<file path="src/ccp_pkg.sv">
// package: register map, mode codes and shared types of the capture/compare/pwm unit
package ccp_pkg;
  // byte offsets (printed offsets are not word multiples, so index*4)
  localparam logic [7:0] value_low_index = 8'h15;
  localparam logic [7:0] value_high_index = 8'h16;
  localparam logic [7:0] mode_control_index = 8'h17;
  localparam logic [7:0] flag_index = 8'h18;
  localparam logic [7:0] timer_index = 8'h19;
  localparam logic [11:0] value_low_addr = {2'b00, value_low_index, 2'b00};
  localparam logic [11:0] value_high_addr = {2'b00, value_high_index, 2'b00};
  localparam logic [11:0] mode_control_addr = {2'b00, mode_control_index, 2'b00};
  localparam logic [11:0] flag_addr = {2'b00, flag_index, 2'b00};
  localparam logic [11:0] timer_addr = {2'b00, timer_index, 2'b00};
  // field positions
  localparam int mode_lsb = 0;
  localparam int duty_low_lsb = 4;
  localparam int event_flag_bit = 2;
  localparam logic [7:0] mode_control_reset = 8'h00;
  localparam logic [7:0] mode_control_mask = 8'h3f;
  // mode select field decode table
  localparam logic [3:0] mode_off = 4'h0;
  localparam logic [3:0] mode_cap_fall = 4'h4;
  localparam logic [3:0] mode_cap_rise = 4'h5;
  localparam logic [3:0] mode_cap_rise4 = 4'h6;
  localparam logic [3:0] mode_cap_rise16 = 4'h7;
  localparam logic [3:0] mode_cmp_set = 4'h8;
  localparam logic [3:0] mode_cmp_clear = 4'h9;
  localparam logic [3:0] mode_cmp_soft = 4'ha;
  localparam logic [3:0] mode_cmp_trig = 4'hb;
  localparam logic [3:0] mode_pwm = 4'hc;
  // capture prescale terminal counts
  localparam logic [3:0] prescale_four_last = 4'h3;
  localparam logic [3:0] prescale_sixteen_last = 4'hf;

  // pwm time-base slice handed from the main file to the pwm engine
  typedef struct packed {
    logic [7:0] period_match;
    logic [9:0] duty;
    logic active;
  } pwm_cfg_s;
endpackage : ccp_pkg

</file>
<file path="src/ccp_pwm_engine.sv">
// pwm engine: 10-bit time base, duty double buffer and pwm output latch
`timescale 1ns/1ns
`default_nettype none
module ccp_pwm_engine (
  input wire logic pclk, // core clock
  input wire logic presetn, // async reset, active low
  input wire logic clk_en, // freezes state while low
  input wire ccp_pkg::pwm_cfg_s cfg, // period, duty, enable
  output logic [7:0] eight_bit_timer, // timer value
  output logic [9:0] duty_buffered, // latched duty
  output logic pwm_level // pwm output latch
);
  logic [1:0] phase;
  logic wrap;
  logic [9:0] next_buf;
  logic [9:0] next_count;

  assign wrap = (phase == 2'b11) && (eight_bit_timer == cfg.period_match);
  assign next_buf = cfg.duty;
  // count of the coming cycle, so the pin is low from the cycle the count reaches duty
  assign next_count = {eight_bit_timer, phase} + 10'h001;

  // phase clock and eight-bit timer, cleared on period match
  always_ff @(posedge pclk or negedge presetn) begin
    if (!presetn) begin
      phase <= 2'b00;
      eight_bit_timer <= 8'h00;
    end else if (clk_en) begin
      if (!cfg.active) begin
        phase <= 2'b00;
        eight_bit_timer <= 8'h00;
      end else begin
        phase <= phase + 2'b01;
        if (wrap) begin
          eight_bit_timer <= 8'h00;
        end else if (phase == 2'b11) begin
          eight_bit_timer <= eight_bit_timer + 8'h01;
        end
      end
    end
  end

  // duty double buffer reloaded at rollover
  always_ff @(posedge pclk or negedge presetn) begin
    if (!presetn) begin
      duty_buffered <= 10'h000;
    end else if (clk_en) begin
      if (!cfg.active || wrap) begin
        duty_buffered <= next_buf;
      end
    end
  end

  // output latch: set at rollover, cleared at duty match
  always_ff @(posedge pclk or negedge presetn) begin
    if (!presetn) begin
      pwm_level <= 1'b0;
    end else if (clk_en) begin
      if (!cfg.active) begin
        pwm_level <= 1'b0;
      end else if (wrap) begin
        pwm_level <= (next_buf != 10'h000);
      end else if (duty_buffered == next_count) begin
        pwm_level <= 1'b0;
      end
    end
  end

  pwm_zero_a: assert property (@(posedge pclk) disable iff (!presetn)
    (clk_en && cfg.active && wrap && cfg.duty == 10'h000) |=> !pwm_level)
    else $error("pwm set with zero duty");
endmodule : ccp_pwm_engine
`default_nettype wire

</file>
<file path="src/ccp_unit.sv">
// capture/compare/pwm unit with apb register access
`timescale 1ns/1ns
`default_nettype none
// Behaviour
// - capture copies the sixteen-bit timer into the value bytes
// - capture event: falling, rising, every 4th or 16th rising edge
// - each capture sets event flag bit 2; software clears it
// - newer capture overwrites unread held value
// - pin driven as output still feeds the edge detector
// - prescale counter held at zero when off or not capturing
// - switching prescale settings keeps the counter
// - compare mode compares value with timer continuously
// - match drives pin high, low or unchanged and sets flag
// - writing zero to mode control forces compare latch low
// - software-interrupt compare mode only sets the flag
// - special trigger mode resets the timer on match
// - pwm mode drives the pin; software makes pin an output
// - writing zero to mode control forces pwm latch low
// - pwm period is (period match plus 1) times four phases
// - period match clears timer and sets pin unless duty zero
// - duty copied into high byte at each period rollover
// - duty is low byte plus mode control bits 5 and 4
// - pin cleared when buffered duty equals timer and phase
// - duty above the period never clears the pin
// - high value byte read-only in pwm mode
module ccp_unit (
  input wire logic pclk, // core clock, 125 MHz
  input wire logic presetn, // async reset, active low
  input wire logic clk_en, // freezes all state while low
  input wire logic psel, // apb select
  input wire logic penable, // apb access phase
  input wire logic pwrite, // apb direction
  input wire logic [11:0] paddr, // apb byte address
  input wire logic [31:0] pwdata, // apb write data
  output logic [31:0] prdata, // apb read data
  output logic pready, // apb ready
  output logic pslverr, // apb error on unmapped address
  input wire logic event_pin_in, // pin level as seen
  input wire logic pin_is_output, // direction bit 3 of port is clear
  input wire logic timer_tick, // sixteen-bit timer increment enable
  input wire logic [7:0] period_match_value, // eight-bit period match
  output logic event_pin_out, // output latch toward the pin
  output logic event_pin_oe, // high while the unit drives the pin
  output logic [15:0] sixteen_bit_timer, // timer value
  output logic special_trigger // one-cycle trigger pulse
);
  ////////////////////////////////////////////////////////////////////////////
  logic [7:0] capture_compare_value_low;
  logic [7:0] capture_compare_value_high;
  logic [7:0] unit_mode_control;
  logic event_flag;
  logic [3:0] prescale_count;
  logic pin_q;
  logic compare_latch;
  logic [7:0] eight_bit_timer;
  logic [9:0] duty_buffered;
  logic pwm_level;
  logic wr_acc;
  logic rd_acc;
  logic mapped;
  logic [3:0] mode;
  logic capturing;
  logic comparing;
  logic pwm_on;
  logic rise;
  logic fall;
  logic capture_now;
  logic match;
  logic flag_set;
  logic flag_clr;
  logic mode_wr;
  logic [31:0] next_prdata;
  ccp_pkg::pwm_cfg_s pwm_cfg;

  // mode decode helpers
  function automatic logic is_capture(input logic [3:0] m);
    is_capture = (m == ccp_pkg::mode_cap_fall) || (m == ccp_pkg::mode_cap_rise)
      || (m == ccp_pkg::mode_cap_rise4) || (m == ccp_pkg::mode_cap_rise16);
  endfunction : is_capture

  function automatic logic is_compare(input logic [3:0] m);
    is_compare = (m == ccp_pkg::mode_cmp_set) || (m == ccp_pkg::mode_cmp_clear)
      || (m == ccp_pkg::mode_cmp_soft) || (m == ccp_pkg::mode_cmp_trig);
  endfunction : is_compare

  ////////////////////////////////////////////////////////////////////////////
  // decode of the current mode
  assign mode = unit_mode_control[ccp_pkg::mode_lsb +: 4];
  assign capturing = is_capture(mode);
  assign comparing = is_compare(mode);
  assign pwm_on = (mode == ccp_pkg::mode_pwm);

  // apb strobes; every access completes in its first access cycle
  assign wr_acc = psel && penable && pwrite && clk_en;
  assign rd_acc = psel && penable && !pwrite && clk_en;
  assign mapped = (paddr == ccp_pkg::value_low_addr) || (paddr == ccp_pkg::value_high_addr)
    || (paddr == ccp_pkg::mode_control_addr) || (paddr == ccp_pkg::flag_addr)
    || (paddr == ccp_pkg::timer_addr);
  assign mode_wr = wr_acc && (paddr == ccp_pkg::mode_control_addr);

  // edge detection on the sampled pin, output level included
  assign rise = event_pin_in && !pin_q;
  assign fall = !event_pin_in && pin_q;

  // capture event select with prescaler
  always_comb begin
    capture_now = 1'b0;
    case (mode)
      ccp_pkg::mode_cap_fall: capture_now = fall;
      ccp_pkg::mode_cap_rise: capture_now = rise;
      ccp_pkg::mode_cap_rise4: capture_now = rise && (prescale_count[1:0] == ccp_pkg::prescale_four_last[1:0]);
      ccp_pkg::mode_cap_rise16: capture_now = rise && (prescale_count == ccp_pkg::prescale_sixteen_last);
      default: capture_now = 1'b0;
    endcase
  end

  // continuous compare of value against timer
  assign match = comparing && ({capture_compare_value_high, capture_compare_value_low}
    == sixteen_bit_timer);
  assign flag_set = capture_now || match;
  assign flag_clr = wr_acc && (paddr == ccp_pkg::flag_addr) && !pwdata[ccp_pkg::event_flag_bit];

  ////////////////////////////////////////////////////////////////////////////
  // pin sampling
  always_ff @(posedge pclk or negedge presetn) begin
    if (!presetn) begin
      pin_q <= 1'b0;
    end else if (clk_en) begin
      pin_q <= event_pin_in;
    end
  end

  // prescale counter, held at zero outside capture, kept across capture modes
  always_ff @(posedge pclk or negedge presetn) begin
    if (!presetn) begin
      prescale_count <= 4'h0;
    end else if (clk_en) begin
      if (!capturing) begin
        prescale_count <= 4'h0;
      end else if (rise) begin
        prescale_count <= prescale_count + 4'h1;
      end
    end
  end

  // mode control register
  always_ff @(posedge pclk or negedge presetn) begin
    if (!presetn) begin
      unit_mode_control <= ccp_pkg::mode_control_reset;
    end else if (clk_en && mode_wr) begin
      unit_mode_control <= pwdata[7:0] & ccp_pkg::mode_control_mask;
    end
  end

  // value low byte: software writes, capture loads
  always_ff @(posedge pclk or negedge presetn) begin
    if (!presetn) begin
      capture_compare_value_low <= 8'h00;
    end else if (clk_en) begin
      if (capture_now) begin
        capture_compare_value_low <= sixteen_bit_timer[7:0];
      end else if (wr_acc && paddr == ccp_pkg::value_low_addr) begin
        capture_compare_value_low <= pwdata[7:0];
      end
    end
  end

  // value high byte: capture loads, pwm buffers duty, read-only in pwm
  always_ff @(posedge pclk or negedge presetn) begin
    if (!presetn) begin
      capture_compare_value_high <= 8'h00;
    end else if (clk_en) begin
      if (capture_now) begin
        capture_compare_value_high <= sixteen_bit_timer[15:8];
      end else if (pwm_on) begin
        capture_compare_value_high <= duty_buffered[9:2];
      end else if (wr_acc && paddr == ccp_pkg::value_high_addr) begin
        capture_compare_value_high <= pwdata[7:0];
      end
    end
  end

  // event flag: hardware set wins over software clear
  always_ff @(posedge pclk or negedge presetn) begin
    if (!presetn) begin
      event_flag <= 1'b0;
    end else if (clk_en) begin
      if (flag_set) begin
        event_flag <= 1'b1;
      end else if (flag_clr) begin
        event_flag <= 1'b0;
      end
    end
  end

  // compare output latch
  always_ff @(posedge pclk or negedge presetn) begin
    if (!presetn) begin
      compare_latch <= 1'b0;
    end else if (clk_en) begin
      if (mode_wr && pwdata[7:0] == 8'h00) begin
        compare_latch <= 1'b0;
      end else if (match && mode == ccp_pkg::mode_cmp_set) begin
        compare_latch <= 1'b1;
      end else if (match && mode == ccp_pkg::mode_cmp_clear) begin
        compare_latch <= 1'b0;
      end
    end
  end

  // sixteen-bit timer with special trigger reset
  always_ff @(posedge pclk or negedge presetn) begin
    if (!presetn) begin
      sixteen_bit_timer <= 16'h0000;
      special_trigger <= 1'b0;
    end else if (clk_en) begin
      special_trigger <= match && (mode == ccp_pkg::mode_cmp_trig);
      if (match && mode == ccp_pkg::mode_cmp_trig) begin
        sixteen_bit_timer <= 16'h0000;
      end else if (wr_acc && paddr == ccp_pkg::timer_addr) begin
        sixteen_bit_timer <= pwdata[15:0];
      end else if (timer_tick) begin
        sixteen_bit_timer <= sixteen_bit_timer + 16'h0001;
      end
    end
  end

  ////////////////////////////////////////////////////////////////////////////
  // pwm engine
  assign pwm_cfg.period_match = period_match_value;
  assign pwm_cfg.duty = {capture_compare_value_low, unit_mode_control[ccp_pkg::duty_low_lsb +: 2]};
  assign pwm_cfg.active = pwm_on;

  ccp_pwm_engine pwm_engine (
    .pclk(pclk),
    .presetn(presetn),
    .clk_en(clk_en),
    .cfg(pwm_cfg),
    .eight_bit_timer(eight_bit_timer),
    .duty_buffered(duty_buffered),
    .pwm_level(pwm_level)
  );

  // pin drive registered
  always_ff @(posedge pclk or negedge presetn) begin
    if (!presetn) begin
      event_pin_out <= 1'b0;
      event_pin_oe <= 1'b0;
    end else if (clk_en) begin
      event_pin_out <= pwm_on ? pwm_level : compare_latch;
      event_pin_oe <= pin_is_output && (pwm_on || comparing);
    end
  end

  ////////////////////////////////////////////////////////////////////////////
  // apb read mux
  always_comb begin
    next_prdata = 32'h0000_0000;
    case (paddr)
      ccp_pkg::value_low_addr: next_prdata[7:0] = capture_compare_value_low;
      ccp_pkg::value_high_addr: next_prdata[7:0] = capture_compare_value_high;
      ccp_pkg::mode_control_addr: next_prdata[7:0] = unit_mode_control;
      ccp_pkg::flag_addr: next_prdata[ccp_pkg::event_flag_bit] = event_flag;
      ccp_pkg::timer_addr: next_prdata[15:0] = sixteen_bit_timer;
      default: next_prdata = 32'h0000_0000;
    endcase
  end

  // apb answer: ready pulses on the first access cycle
  always_ff @(posedge pclk or negedge presetn) begin
    if (!presetn) begin
      pready <= 1'b0;
      pslverr <= 1'b0;
      prdata <= 32'h0000_0000;
    end else if (clk_en) begin
      pready <= psel && !penable;
      pslverr <= psel && !penable && !mapped;
      if (psel && !penable && !pwrite) begin
        prdata <= next_prdata;
      end
    end
  end

  ////////////////////////////////////////////////////////////////////////////
  capture_load_a: assert property (@(posedge pclk) disable iff (!presetn)
    (clk_en && capture_now) |=> ({capture_compare_value_high, capture_compare_value_low}
      == $past(sixteen_bit_timer)))
    else $error("capture did not load timer");
  flag_sets_a: assert property (@(posedge pclk) disable iff (!presetn)
    (clk_en && flag_set) |=> event_flag)
    else $error("event flag not set");
  prescale_idle_a: assert property (@(posedge pclk) disable iff (!presetn)
    (clk_en && !capturing) |=> (prescale_count == 4'h0))
    else $error("prescaler not held at zero");
  rise_four_a: assert property (@(posedge pclk) disable iff (!presetn)
    (clk_en && capture_now && mode == ccp_pkg::mode_cap_rise4) |-> prescale_count[1:0] == 2'b11
      ##1 prescale_count[1:0] == 2'b00)
    else $error("every fourth edge wrong");
  compare_set_a: assert property (@(posedge pclk) disable iff (!presetn)
    (clk_en && match && mode == ccp_pkg::mode_cmp_set && !mode_wr) |=> compare_latch)
    else $error("compare did not drive high");
  zero_write_a: assert property (@(posedge pclk) disable iff (!presetn)
    (mode_wr && pwdata[7:0] == 8'h00) |=> !compare_latch ##1 !event_pin_out)
    else $error("zero write did not clear latch");
  trigger_reset_a: assert property (@(posedge pclk) disable iff (!presetn)
    (clk_en && match && mode == ccp_pkg::mode_cmp_trig) |=> special_trigger
      && sixteen_bit_timer == 16'h0000)
    else $error("special trigger missing");
  high_readonly_a: assert property (@(posedge pclk) disable iff (!presetn)
    (clk_en && pwm_on && $past(pwm_on) && $past(clk_en)) |-> capture_compare_value_high
      == $past(duty_buffered[9:2]))
    else $error("high byte not tracking duty");
  soft_only_a: assert property (@(posedge pclk) disable iff (!presetn)
    (clk_en && match && mode == ccp_pkg::mode_cmp_soft && !mode_wr) |=> $stable(compare_latch))
    else $error("soft mode touched latch");

  cap_seen_c: cover property (@(posedge pclk) capture_now);
  match_seen_c: cover property (@(posedge pclk) match && mode == ccp_pkg::mode_cmp_trig);
  pwm_high_c: cover property (@(posedge pclk) pwm_on && pwm_level ##1 !pwm_level);
endmodule : ccp_unit
`default_nettype wire

</file>
<file path="config.mk">
export PLATFORM = sky130hd
export DESIGN_NAME = ccp_unit
export DESIGN_NICKNAME = d
export VERILOG_FILES = /design/src/ccp_pkg.sv /design/src/ccp_pwm_engine.sv /design/src/ccp_unit.sv
export SDC_FILE = /design/constraint.sdc
export NUM_CORES = 1
export LEC_CHECK = 0
export ABC_AREA = 1
export BUFFER_PORTS_ARGS = -buffer_cell sky130_fd_sc_hd__buf_2
export CORE_UTILIZATION = 62
export CTS_BUF_LIST = sky130_fd_sc_hd__clkbuf_16
export DETAILED_ROUTE_END_ITERATION = 16
export PLACE_DENSITY = 0.91
export SYNTH_ARGS = -nofsm -noshare
export SYNTH_HDL_FRONTEND = slang
export SYNTH_HIERARCHICAL = 1
export SYNTH_SLANG_ARGS = --single-unit
</file>
<file path="constraint.sdc">
create_clock -name pclk -period 5.81 [get_ports pclk]
set_input_delay 0.8715 -clock pclk [delete_from_list [all_inputs] [get_ports pclk]]
set_output_delay 0.8715 -clock pclk [all_outputs]
set_load 0.005 [all_outputs]
</file>
==> results of run 1 <==
==> layout make-up <==
type | instances | share of cell area, %
sequential | 87 | 31.0
inverter | 119 | 6.37
clock inverter | 7 | 1.05
tap | 133 | 2.37
multi-input combinational | 706 | 50.1
clock buffer | 9 | 3.21
timing repair buffer | 82 | 5.92
==> power by group <==
part	internal, W	switching (W)	total [W]
Sequential	0.000630	0.0000453	0.000675
Combinational	0.0000813	0.000153	0.000234
Clock	0.000304	0.000280	0.000584
Total	0.00101	0.000478	0.00149
==> cell usage after synthesis <==
cell type and number:
sky130_fd_sc_hd__nand3_2 12, sky130_fd_sc_hd__nand3_1 71, sky130_fd_sc_hd__clkbuf_2 2, sky130_fd_sc_hd__a21boi_1 1
sky130_fd_sc_hd__a21oi_4 1, sky130_fd_sc_hd__o211ai_4 1, sky130_fd_sc_hd__buf_2 4, sky130_fd_sc_hd__o21ai_1 6
sky130_fd_sc_hd__buf_6 6, sky130_fd_sc_hd__inv_1 91, sky130_fd_sc_hd__nand2_4 4, sky130_fd_sc_hd__xnor2_1 4
sky130_fd_sc_hd__or2_2 6, sky130_fd_sc_hd__a21oi_1 7, sky130_fd_sc_hd__clkbuf_1 3, sky130_fd_sc_hd__nand2_1 312
sky130_fd_sc_hd__nor2_2 12, sky130_fd_sc_hd__nand2_2 18, sky130_fd_sc_hd__and2_1 1, sky130_fd_sc_hd__nand3b_1 3
sky130_fd_sc_hd__nor2_4 8, sky130_fd_sc_hd__dfrtp_1 87, sky130_fd_sc_hd__nand3_4 1, sky130_fd_sc_hd__nand4_4 1
sky130_fd_sc_hd__nor3_1 7, sky130_fd_sc_hd__o221ai_1 2, sky130_fd_sc_hd__xor2_1 16, sky130_fd_sc_hd__o21ai_2 4
sky130_fd_sc_hd__buf_4 21, sky130_fd_sc_hd__nor4_1 1, sky130_fd_sc_hd__mux2i_1 1, sky130_fd_sc_hd__ha_1 5
sky130_fd_sc_hd__o21ai_0 59, sky130_fd_sc_hd__o21bai_1 2, sky130_fd_sc_hd__inv_2 28, sky130_fd_sc_hd__o21a_1 2
sky130_fd_sc_hd__conb_1 1, sky130_fd_sc_hd__nand4_1 25, sky130_fd_sc_hd__o22ai_1 11, sky130_fd_sc_hd__nor2_1 74
sky130_fd_sc_hd__o31ai_1 9, sky130_fd_sc_hd__nor3_2 3
==> cells by family after synthesis <==
kind of cell	after synthesis
XOR/XNOR	20
other	1
multiplexers	1
flip-flops	87
buffers and inverters	155
AND/OR/NAND/NOR	559
adder cells (fa/ha/maj)	5
AO/OA/AOI/OAI	105
==> routing by layer <==
layer	track usage, %	vias up
met1	44.8	2995
met5	0	-
met3	4.37	61
met4	19.1	0
li1	-	3103
met2	59.6	351
==> stage by stage <==
stage	instance area [µm²]	worst slack (ns)
floorplan	6400	3.81
global placement	6720	2.64
detailed placement	6720	2.58
CTS	7020	2.91
global route	7020	2.72
finish	7020	2.86
==> registers in the layout (all words and copies together) (netlist names) <==
name,cells
prdata,16
sixteen_bit_timer,16
pwm_engine/duty_buffered,10
capture_compare_value_high,8
capture_compare_value_low,8
pwm_engine/eight_bit_timer,8
unit_mode_control,6
prescale_count,4
pwm_engine/phase,2
compare_latch,1
event_flag,1
event_pin_oe,1
event_pin_out,1
pin_q,1
pready,1
pslverr,1
pwm_engine/pwm_level,1
special_trigger,1
==> worst max-delay path by stage <==
stage                    from                             to  slack [ns]
floorplan           paddr[11]  capture_compare_value_high[0]        3.81
global placement       clk_en           sixteen_bit_timer[7]        2.64
detailed placement     clk_en           sixteen_bit_timer[6]        2.58
CTS                    clk_en           sixteen_bit_timer[6]        2.91
global route           clk_en           sixteen_bit_timer[0]        2.72
finish                 clk_en           sixteen_bit_timer[6]        2.86
==> worst register-to-register path, cell delays in order (launching register included) <==
cell and delay [ns]:
sky130_fd_sc_hd__dfrtp_1 0.41, sky130_fd_sc_hd__nor2_1 0.19, sky130_fd_sc_hd__nand3_1 0.27, sky130_fd_sc_hd__inv_2 0.41, sky130_fd_sc_hd__inv_1 0.14, sky130_fd_sc_hd__nor2_1 0.28, sky130_fd_sc_hd__nor2_2 0.11, sky130_fd_sc_hd__nand2_1 0.10
sky130_fd_sc_hd__nor2_1 0.08, sky130_fd_sc_hd__nand2_1 0.08, sky130_fd_sc_hd__xor2_1 0.15, sky130_fd_sc_hd__nor2_1 0.06
==> flow_metrics.env, run 1 <==
export IMPL_core_util_final_pct=71.1
export IMPL_routedWlPerCell_um=15.4
export IMPL_clkLatencyLatePin_ns=0.35
export IMPL_setup_viol_count_final=0
export IMPL_crit_path_frequent_cell="sky130_fd_sc_hd__nand2_1"
export IMPL_dr_wl_met2_um=8380
export IMPL_cts_max_path_buffers=2
export IMPL_hold_buffers=0
export IMPL_ctsRootBufferMaster="sky130_fd_sc_hd__clkbuf_16"
export IMPL_final_cell_count_no_fill=1143
export IMPL_cellPowerDensity_mw_per_mm2=213
export IMPL_postCtsSetupRepairBufs=0
export IMPL_remaining_antenna_violation_count_after_routing=0
export IMPL_gp_congestion=1.05
export IMPL_reg2reg_to="pwm_engine/eight_bit_timer[7]"
export IMPL_finalCriticalPeriod_ns=2.95
export IMPL_ys_seq_elements=87
export IMPL_maxCapViolations=0
export IMPL_route_layer_met1_wl_um=6970
export IMPL_synth_cells=933
export IMPL_setup_reg_to_reg_worst_slack_ns=3.41
export IMPL_syn_area_per_cell_um2=6.80
export IMPL_diodes=0
export IMPL_fillerInstances=887
export IMPL_post_route_period_util_pct=50.8
export IMPL_final_seq_area_mm2=0.00218
export IMPL_nNetsFinal=1071
export IMPL_drt_first_pass_iters=5
export IMPL_vias_per_cell=5.70
export IMPL_initial_utilization_pct=64.3
export IMPL_maxSlewHeadroom_pct=50.0
export IMPL_max_freq_mhz=339
export IMPL_synth_area_leader_cell="sky130_fd_sc_hd__dfrtp_1"
export IMPL_synthSimpleGateAreaFrac_pct=40.7
export IMPL_clk_transition_reported_paths_ns=0.07
export IMPL_grt_antenna_before_repair=0
export IMPL_layout_commonest_cell="sky130_fd_sc_hd__nand2_1"
export IMPL_worst_slew_pin_transition_ns=0.749
export IMPL_vdd_ir_drop_worst_mv=0.218
export IMPL_critical_path_n_buffers_inverters=1
export IMPL_finalHoldWorstSlack_ns=0.457
export IMPL_groute_usage_overall_pct=35.4
export IMPL_post_place_cells=1127
export IMPL_core_mm2=0.00986
export IMPL_finalClockSkew_ns=0.0129
export IMPL_fp_dieArea_mm2=0.0106
export IMPL_synth_mux_area_fraction_pct=0.158
export IMPL_cts_buffers_inserted=9
export IMPL_h_tree_depth=3
export IMPL_grt_first_pass_wirelength_um=28500
export IMPL_worst_hold_path_type="in -> async"
export IMPL_maximum_number_of_pins_on_one_net_before_global_route_repair=56
export IMPL_commonest_cells_after_routing_fill_and_taps_aside="sky130_fd_sc_hd__nand2_1 (312), sky130_fd_sc_hd__inv_1 (91), sky130_fd_sc_hd__dfrtp_1 (87), sky130_fd_sc_hd__buf_2 (80), sky130_fd_sc_hd__nor2_1 (74)"
export IMPL_initial_detailed_routing_violation_count=598
export IMPL_timing_critical_path_to_type="flip-flop"
export IMPL_yosysUniqueCellTypes=42
export IMPL_cts_resized_gates=0
export IMPL_cts_tree="built"
export IMPL_footprint_of_the_multi_input_gates_mm2=0.00351
export IMPL_die_h_um=103
export IMPL_post_route_cells_drive_above_1_share_pct=19.5
export IMPL_critical_path_max_stage_delay_ns=0.57
export IMPL_grt_setup_unrepaired="no"
export IMPL_r2r_worst_path_cells=11
export IMPL_crit_path_start_kind="primary input"
export IMPL_die_width_um=103
export IMPL_top_level_i_o_count=114
export IMPL_total_power_w=0.00149
export IMPL_grt_pass1_vias=5983
export IMPL_hpwl_after_detailed_placement_um=13400
export IMPL_cp_required_ns=6.09
export IMPL_cp_num_cells=9
export IMPL_post_route_drc_count=0
export IMPL_synth_compound_area_share_pct=9.84
export IMPL_timing_critical_path_fanout_max=32
export IMPL_detailroute_via_count=6510
export IMPL_worst_path_max_delay_cell="sky130_fd_sc_hd__buf_2"
export IMPL_result_of_the_run="finished clean"
export IMPL_grt_overflow_total=0
export IMPL_numPortBuffers=81
export IMPL_yosysSeqAreaShare_pct=34.3
export IMPL_post_synthesis_instance_area_mm2=0.00635
export IMPL_share_of_synthesized_cell_area_in_full_adder_half_adder_and_majority_cells_pct=0.986
export IMPL_path_cells="buf_2, nand2_1, nor2_4, nand3_2, nand2_2, nand2_4, nor2_4, nand2_1, nand2_1"
export IMPL_largest_family_of_logic_cells_by_synthesized_area="simple AND/OR/NAND/NOR gates"
export IMPL_pleak_nw=3.70
export IMPL_r2r_start="unit_mode_control[1]"
export IMPL_synth_xor_area_share_pct=2.76
export IMPL_maxSlewViolCount=0
export IMPL_top_layer_used="met4"
export IMPL_synth_top_cell_area_share_pct=34.3
export IMPL_arrival_time_reported_for_the_critical_path_endpoint_ns=3.23
export IMPL_crit_type="in -> reg"
export IMPL_postRouteWirelength_um=17600
export IMPL_setup_tns_final_ns=0
export IMPL_std_cell_rows=36
export IMPL_cts_num_sinks=87
export IMPL_syn_to_final_growth_pct=10.6
export IMPL_yosysWarnings=6
export IMPL_finalHoldViolCount=0
export IMPL_family_with_the_most_delay_on_the_worst_path="simple AND/OR/NAND/NOR gates"
export IMPL_met3_wire_len_um=1470
export IMPL_synth_top_cells_by_area="sky130_fd_sc_hd__dfrtp_1 (34%), sky130_fd_sc_hd__nand2_1 (18%), sky130_fd_sc_hd__nand3_1 (5.6%)"
Note: power is estimated with default switching activity, not from simulation.
==> inputs of run 2 (changes only) <==
--- a/config.mk
+++ b/config.mk
@@ -7,10 +7,10 @@
 export LEC_CHECK = 0
 export ABC_AREA = 1
 export BUFFER_PORTS_ARGS = -buffer_cell sky130_fd_sc_hd__buf_2
-export CORE_UTILIZATION = 62
+export CORE_UTILIZATION = 52
 export CTS_BUF_LIST = sky130_fd_sc_hd__clkbuf_16
 export DETAILED_ROUTE_END_ITERATION = 16
-export PLACE_DENSITY = 0.91
+export PLACE_DENSITY = 0.82
 export SYNTH_ARGS = -nofsm -noshare
 export SYNTH_HDL_FRONTEND = slang
 export SYNTH_HIERARCHICAL = 1
==> constraint.sdc (replaced) <==
create_clock -name pclk -period 2.55 [get_ports pclk]
set_input_delay 0.3825 -clock pclk [delete_from_list [all_inputs] [get_ports pclk]]
set_output_delay 0.3825 -clock pclk [all_outputs]
set_load 0.005 [all_outputs]
==> flow_metrics.env, run 2 (synthesis results as in run 1) <==
export IMPL_remaining_antenna_violation_count_after_routing=0
export IMPL_post_route_drc_count=0
export IMPL_crit_path_start_kind="flip-flop"
export IMPL_nNetsFinal=1076
export IMPL_initial_utilization_pct=54.4
export IMPL_fillerInstances=1140
export IMPL_finalHoldViolCount=0
export IMPL_cts_max_path_buffers=2
export IMPL_std_cell_rows=39
export IMPL_grt_setup_unrepaired="no"
export IMPL_use_met2_pct=51.3
export IMPL_maxSlewViolCount=0
export IMPL_timing_critical_path_fanout_max=8
export IMPL_clk_transition_reported_paths_ns=0.08
export IMPL_cellPowerDensity_mw_per_mm2=478
export IMPL_cts_num_sinks=87
export IMPL_arrival_time_reported_for_the_critical_path_endpoint_ns=2.24
export IMPL_postCtsSetupRepairBufs=0
export IMPL_routedWlPerCell_um=15.5
export IMPL_post_route_period_util_pct=78.5
export IMPL_h_tree_depth=3
export IMPL_vias_per_cell=5.49
export IMPL_drt_first_pass_iters=5
export IMPL_die_h_um=112
export IMPL_timing_critical_path_to_type="flip-flop"
export IMPL_biggestRegsByFlops="prdata x16, sixteen_bit_timer x16, pwm_engine/duty_buffered x10"
export IMPL_detailedPlace_worstSlack_ns=0.478
export IMPL_layout_cell_area_non_filler_mm2=0.00707
export IMPL_layout_setup_ws_ns=0.548
export IMPL_finalClockSkew_ns=0.0133
export IMPL_grt_overflow_total=0
export IMPL_ctsRootBufferMaster="sky130_fd_sc_hd__clkbuf_16"
export IMPL_final_cell_count_no_fill=1158
export IMPL_grt_first_pass_wirelength_um=29600
export IMPL_grtUsageMet3_pct=2.92
export IMPL_numPortBuffers=81
export IMPL_crit_type="reg -> reg"
export IMPL_layout_commonest_cell="sky130_fd_sc_hd__nand2_1"
export IMPL_syn_to_final_growth_pct=11.4
export IMPL_cts_buffers_inserted=9
export IMPL_result_of_the_run="finished clean"
export IMPL_initial_detailed_routing_violation_count=585
export IMPL_hpwl_after_detailed_placement_um=13900
export IMPL_pleak_nw=3.72
export IMPL_groute_usage_overall_pct=30.0
export IMPL_cp_required_ns=2.79
export IMPL_fp_dieArea_mm2=0.0126
export IMPL_placement_cell_area_mm2=0.00677
export IMPL_clkLatencyLatePin_ns=0.36
export IMPL_setup_viol_count_final=0
export IMPL_setup_tns_final_ns=0
export IMPL_worst_path_max_delay_cell="sky130_fd_sc_hd__dfrtp_1"
export IMPL_postRouteWirelength_um=17900
export IMPL_die_width_um=112
export IMPL_gp_congestion=0.969
export IMPL_diodes=0
export IMPL_path_cells="inv_1, nand2_1, nand2_1, nor2_1, nand2_1, nor2_1, nand3_1, nor2_2, nor2_4, nand2_1, nand2_1"
export IMPL_critical_path_max_stage_delay_ns=0.51
export IMPL_commonest_cells_after_routing_fill_and_taps_aside="sky130_fd_sc_hd__nand2_1 (312), sky130_fd_sc_hd__inv_1 (91), sky130_fd_sc_hd__dfrtp_1 (87), sky130_fd_sc_hd__buf_2 (80), sky130_fd_sc_hd__nor2_1 (74)"
export IMPL_core_mm2=0.0117
export IMPL_detailroute_via_count=6362
export IMPL_worst_hold_path_type="in -> reg"
export IMPL_grt_busiest_layer="met2"
export IMPL_maximum_number_of_pins_on_one_net_before_global_route_repair=65
export IMPL_grt_pass1_vias=6040
export IMPL_grt_antenna_before_repair=0
export IMPL_cts_tree="built"
export IMPL_met1_track_demand_over_resource_pct=37.8
export IMPL_finalCriticalPeriod_ns=2.00
export IMPL_top_level_i_o_count=114
export IMPL_post_route_cells_drive_above_1_share_pct=19.8
export IMPL_maxCapViolations=0
export IMPL_crit_path_frequent_cell="sky130_fd_sc_hd__nand2_1"
export IMPL_max_freq_mhz=499
export IMPL_post_place_cells=1141
export IMPL_vdd_ir_drop_worst_mv=0.394
-- run 2: cell types whose count changed in the layout (fill, tap and decap cells not counted), sizes merged --
cell	previous run	this run
buf	82	86
inv	122	123
dlygate4sd3	0	1
clkinv	2	1
-- run 2: area by class of cell --
| cell class | count | area [µm²] | area share [%] |
|---|---|---|---|
| clock buffer | 9 | 225 | 3.19 |
| inverter | 119 | 447 | 6.32 |
| clock inverter | 7 | 61.3 | 0.867 |
| tap | 143 | 179 | 2.53 |
| multi-input combinational | 706 | 3510 | 49.7 |
| sequential | 87 | 2180 | 30.8 |
| timing repair buffer | 87 | 468 | 6.62 |
-- run 2: routing by layer --
layer	share of wire [%]	routed length, µm
met1	43	7630
met4	4.2	748
met2	48	8550
met5	0	0
met3	5.4	973
-- run 2: path summary, 6_finish.rpt --
path | start | depth (start not counted) | end | slack, ns
min reg2reg | pready | 2 | pready | 0.49
max in group asynchronous | presetn | 3 | sixteen_bit_timer[12] | 1.44
max reg2reg | sixteen_bit_timer[8] | 11 | sixteen_bit_timer[6] | 0.55
max | sixteen_bit_timer[8] | 11 | sixteen_bit_timer[6] | 0.55
min | pwdata[0] | 3 | unit_mode_control[0] | 0.28
min in group asynchronous | presetn | 2 | prescale_count[1] | 0.46
-- run 2: critical path, delay by kind of cell, from the launching register on --
family / cells / cell delay (ns)
DFF: 1 / 0.51
buffers and inverters: 1 / 0.19
and+or+nand+nor: 10 / 1.18
-- run 2: report_power, final --
group	total (W)	switching (W)	internal, W
clock network	0.00131	0.000630	0.000680
logic	0.000535	0.000346	0.000188
registers	0.00154	0.0000999	0.00144
total	0.00338	0.00108	0.00230
-- run 2: timing repair --
item,CTS,global route
endpoints found under the hold margin,23,0
hold buffers,1,0
resized for setup,0,0
-- run 2: stage by stage --
step	hold slack, ns	total power [W]	util [%]
3_3_place_gp	0.305	0.00207	58.1
3_5_place_dp	0.306	0.00209	58.1
2_1_floorplan	0.0869	0.00188	-
5_1_grt	0.295	0.00353	60.6
4_1_cts	0.279	0.00338	60.6
6_report	0.283	0.00338	60.6
==> inputs of run 3 (changes only) <==
--- a/config.mk
+++ b/config.mk
@@ -7,10 +7,10 @@
 export LEC_CHECK = 0
 export ABC_AREA = 1
 export BUFFER_PORTS_ARGS = -buffer_cell sky130_fd_sc_hd__buf_2
-export CORE_UTILIZATION = 52
+export CORE_UTILIZATION = 57
 export CTS_BUF_LIST = sky130_fd_sc_hd__clkbuf_16
 export DETAILED_ROUTE_END_ITERATION = 16
-export PLACE_DENSITY = 0.82
+export PLACE_DENSITY = 0.85
 export SYNTH_ARGS = -nofsm -noshare
 export SYNTH_HDL_FRONTEND = slang
 export SYNTH_HIERARCHICAL = 1
==> constraint.sdc (replaced) <==
create_clock -name pclk -period 2 [get_ports pclk]
set_input_delay 0.3 -clock pclk [delete_from_list [all_inputs] [get_ports pclk]]
set_output_delay 0.3 -clock pclk [all_outputs]
set_load 0.005 [all_outputs]
==> flow_metrics.env, run 3 (synthesis results as in run 1) <==
export IMPL_layout_cell_area_non_filler_mm2=0.00727
export IMPL_power_net_switching_w=0.00129
export IMPL_clkLatencyLatePin_ns=0.35
export IMPL_remaining_antenna_violation_count_after_routing=0
export IMPL_share_of_total_power_in_the_clock_network_pct=36.7
export IMPL_cp_required_ns=2.24
export IMPL_power_share_switching_pct=30.6
export IMPL_internal_power_w=0.00293
export IMPL_setup_viol_count_final=0
export IMPL_finalHoldViolCount=0
export IMPL_cts_tree="built"
export IMPL_placement_cell_area_mm2=0.00696
export IMPL_biggestRegsByFlops="prdata x16, sixteen_bit_timer x16, pwm_engine/duty_buffered x10"
export IMPL_die_h_um=108
export IMPL_max_freq_mhz=550
export IMPL_vdd_ir_drop_worst_mv=0.541
export IMPL_layout_commonest_cell="sky130_fd_sc_hd__nand2_1"
export IMPL_ctsRootBufferMaster="sky130_fd_sc_hd__clkbuf_16"
export IMPL_grt_pass1_vias=6038
export IMPL_grt_first_pass_wirelength_um=29400
export IMPL_crit_type="reg -> reg"
export IMPL_maximum_number_of_pins_on_one_net_before_global_route_repair=49
export IMPL_drt_first_pass_iters=6
export IMPL_hpwl_after_detailed_placement_um=14300
export IMPL_die_width_um=108
export IMPL_cts_buffers_inserted=9
export IMPL_post_route_drc_count=0
export IMPL_arrival_time_reported_for_the_critical_path_endpoint_ns=2.06
export IMPL_fillerInstances=975
export IMPL_r2r_worst_path_cells=7
export IMPL_nNetsFinal=1102
export IMPL_crit_path_start_kind="flip-flop"
export IMPL_endpoint="sixteen_bit_timer[9]"
export IMPL_postRouteWirelength_um=18300
export IMPL_r2r_start="sixteen_bit_timer[12]"
export IMPL_core_mm2=0.0108
export IMPL_top_level_i_o_count=114
export IMPL_initial_utilization_pct=58.5
export IMPL_result_of_the_run="finished clean"
export IMPL_diodes=0
export IMPL_std_cell_rows=38
export IMPL_clk_transition_reported_paths_ns=0.06
export IMPL_grt_antenna_before_repair=0
export IMPL_post_route_cells_drive_above_1_share_pct=21.6
export IMPL_timing_critical_path_from="sixteen_bit_timer[12]"
export IMPL_h_tree_depth=3
export IMPL_vias_per_cell=5.55
export IMPL_syn_to_final_growth_pct=14.5
export IMPL_numPortBuffers=81
export IMPL_commonest_cells_after_routing_fill_and_taps_aside="sky130_fd_sc_hd__nand2_1 (312), sky130_fd_sc_hd__inv_1 (91), sky130_fd_sc_hd__dfrtp_1 (87), sky130_fd_sc_hd__buf_2 (80), sky130_fd_sc_hd__nor2_1 (73)"
export IMPL_maxCapViolations=0
export IMPL_detailroute_via_count=6554
export IMPL_finalClockSkew_ns=0.00791
export IMPL_reg2reg_to="sixteen_bit_timer[9]"
export IMPL_finalHoldWorstSlack_ns=0.202
export IMPL_finalCriticalPeriod_ns=1.82
export IMPL_maxSlewViolCount=0
export IMPL_grt_overflow_total=0
export IMPL_grt_setup_unrepaired="no"
export IMPL_gp_congestion=0.998
export IMPL_timing_critical_path_fanout_max=7
export IMPL_worst_hold_path_type="in -> reg"
export IMPL_cellPowerDensity_mw_per_mm2=582
export IMPL_startpoint_of_the_worst_hold_path="pwdata[1]"
export IMPL_setup_reg_to_reg_worst_slack_ns=0.18
export IMPL_setup_tns_final_ns=0
export IMPL_initial_detailed_routing_violation_count=539
export IMPL_routedWlPerCell_um=15.5
export IMPL_groute_usage_overall_pct=33.4
export IMPL_seqPwrFrac_pct=46.1
export IMPL_power_combinational_fraction_pct=17.2
export IMPL_pleak_nw=3.85
export IMPL_timing_critical_path_to_type="flip-flop"
export IMPL_fp_dieArea_mm2=0.0116
export IMPL_cts_max_path_buffers=2
export IMPL_post_route_period_util_pct=90.9
export IMPL_cts_num_sinks=87
run 3: what timing repair did:
action	in CTS	in global routing
setup buffers	0	2
setup endpoints to repair	0	3
gates resized for setup	0	1
hold buffers	1	0
hold endpoints to repair	12	0
run 3: critical path, stage by stage, from the launching register on:
cell                      delay (ns)
sky130_fd_sc_hd__dfrtp_1        0.52
sky130_fd_sc_hd__inv_1          0.10
sky130_fd_sc_hd__nand2_1        0.11
sky130_fd_sc_hd__nand3_1        0.18
sky130_fd_sc_hd__nor2_4         0.17
sky130_fd_sc_hd__nand4_1        0.35
sky130_fd_sc_hd__nand4_1        0.20
sky130_fd_sc_hd__nand2_1        0.07
run 3: area by class of cell:
type / count / area (µm²) / area share [%]
multi-input combinational: 706 / 3510 / 48.4
sequential: 87 / 2180 / 30.0
timing repair buffer: 113 / 688 / 9.47
tap: 140 / 175 / 2.41
clock buffer: 9 / 225 / 3.10
clock inverter: 6 / 38.8 / 0.534
inverter: 119 / 447 / 6.15
run 3: worst min path at each step:
stage | end | slack (ns) | cells past startpoint
floorplan | capture_compare_value_high[0] | 0.004 | 0
global placement | prdata[14] | 0.17 | 1
detailed placement | prdata[14] | 0.17 | 1
CTS | unit_mode_control[1] | 0.20 | 3
global route | unit_mode_control[0] | 0.22 | 3
finish | unit_mode_control[1] | 0.20 | 3
run 3: per-layer routing:
metal	up-vias	global-route usage, %	share of wire (%)
li1	3169	-	-
met1	3011	41.1	41
met2	303	56.4	48
met3	71	4.90	6.5
met4	0	18.1	4.7
met5	-	0	0
run 3: metrics by stage:
step | power, W | instances | setup WS, ns | utilization, %
6_report | 0.00423 | 1180 | 0.181 | 67.0
5_1_grt | 0.00443 | 1180 | 0.0368 | 67.0
4_1_cts | 0.00422 | 1178 | 0.177 | 66.7
3_5_place_dp | 0.00269 | 1162 | 0.181 | 64.2
3_3_place_gp | 0.00268 | 1162 | 0.224 | 64.2
2_1_floorplan | 0.00240 | 948 | 0.0746 | -
run 3: power groups by stage:
stage	Combinational (W)	Sequential, W	Clock (W)
4_1_cts	0.000721	0.00195	0.00156
5_1_grt	0.000824	0.00196	0.00165
3_3_place_gp	0.000702	0.00197	0
6_report	0.000728	0.00195	0.00155
3_5_place_dp	0.000715	0.00198	0
2_1_floorplan	0.000448	0.00195	0
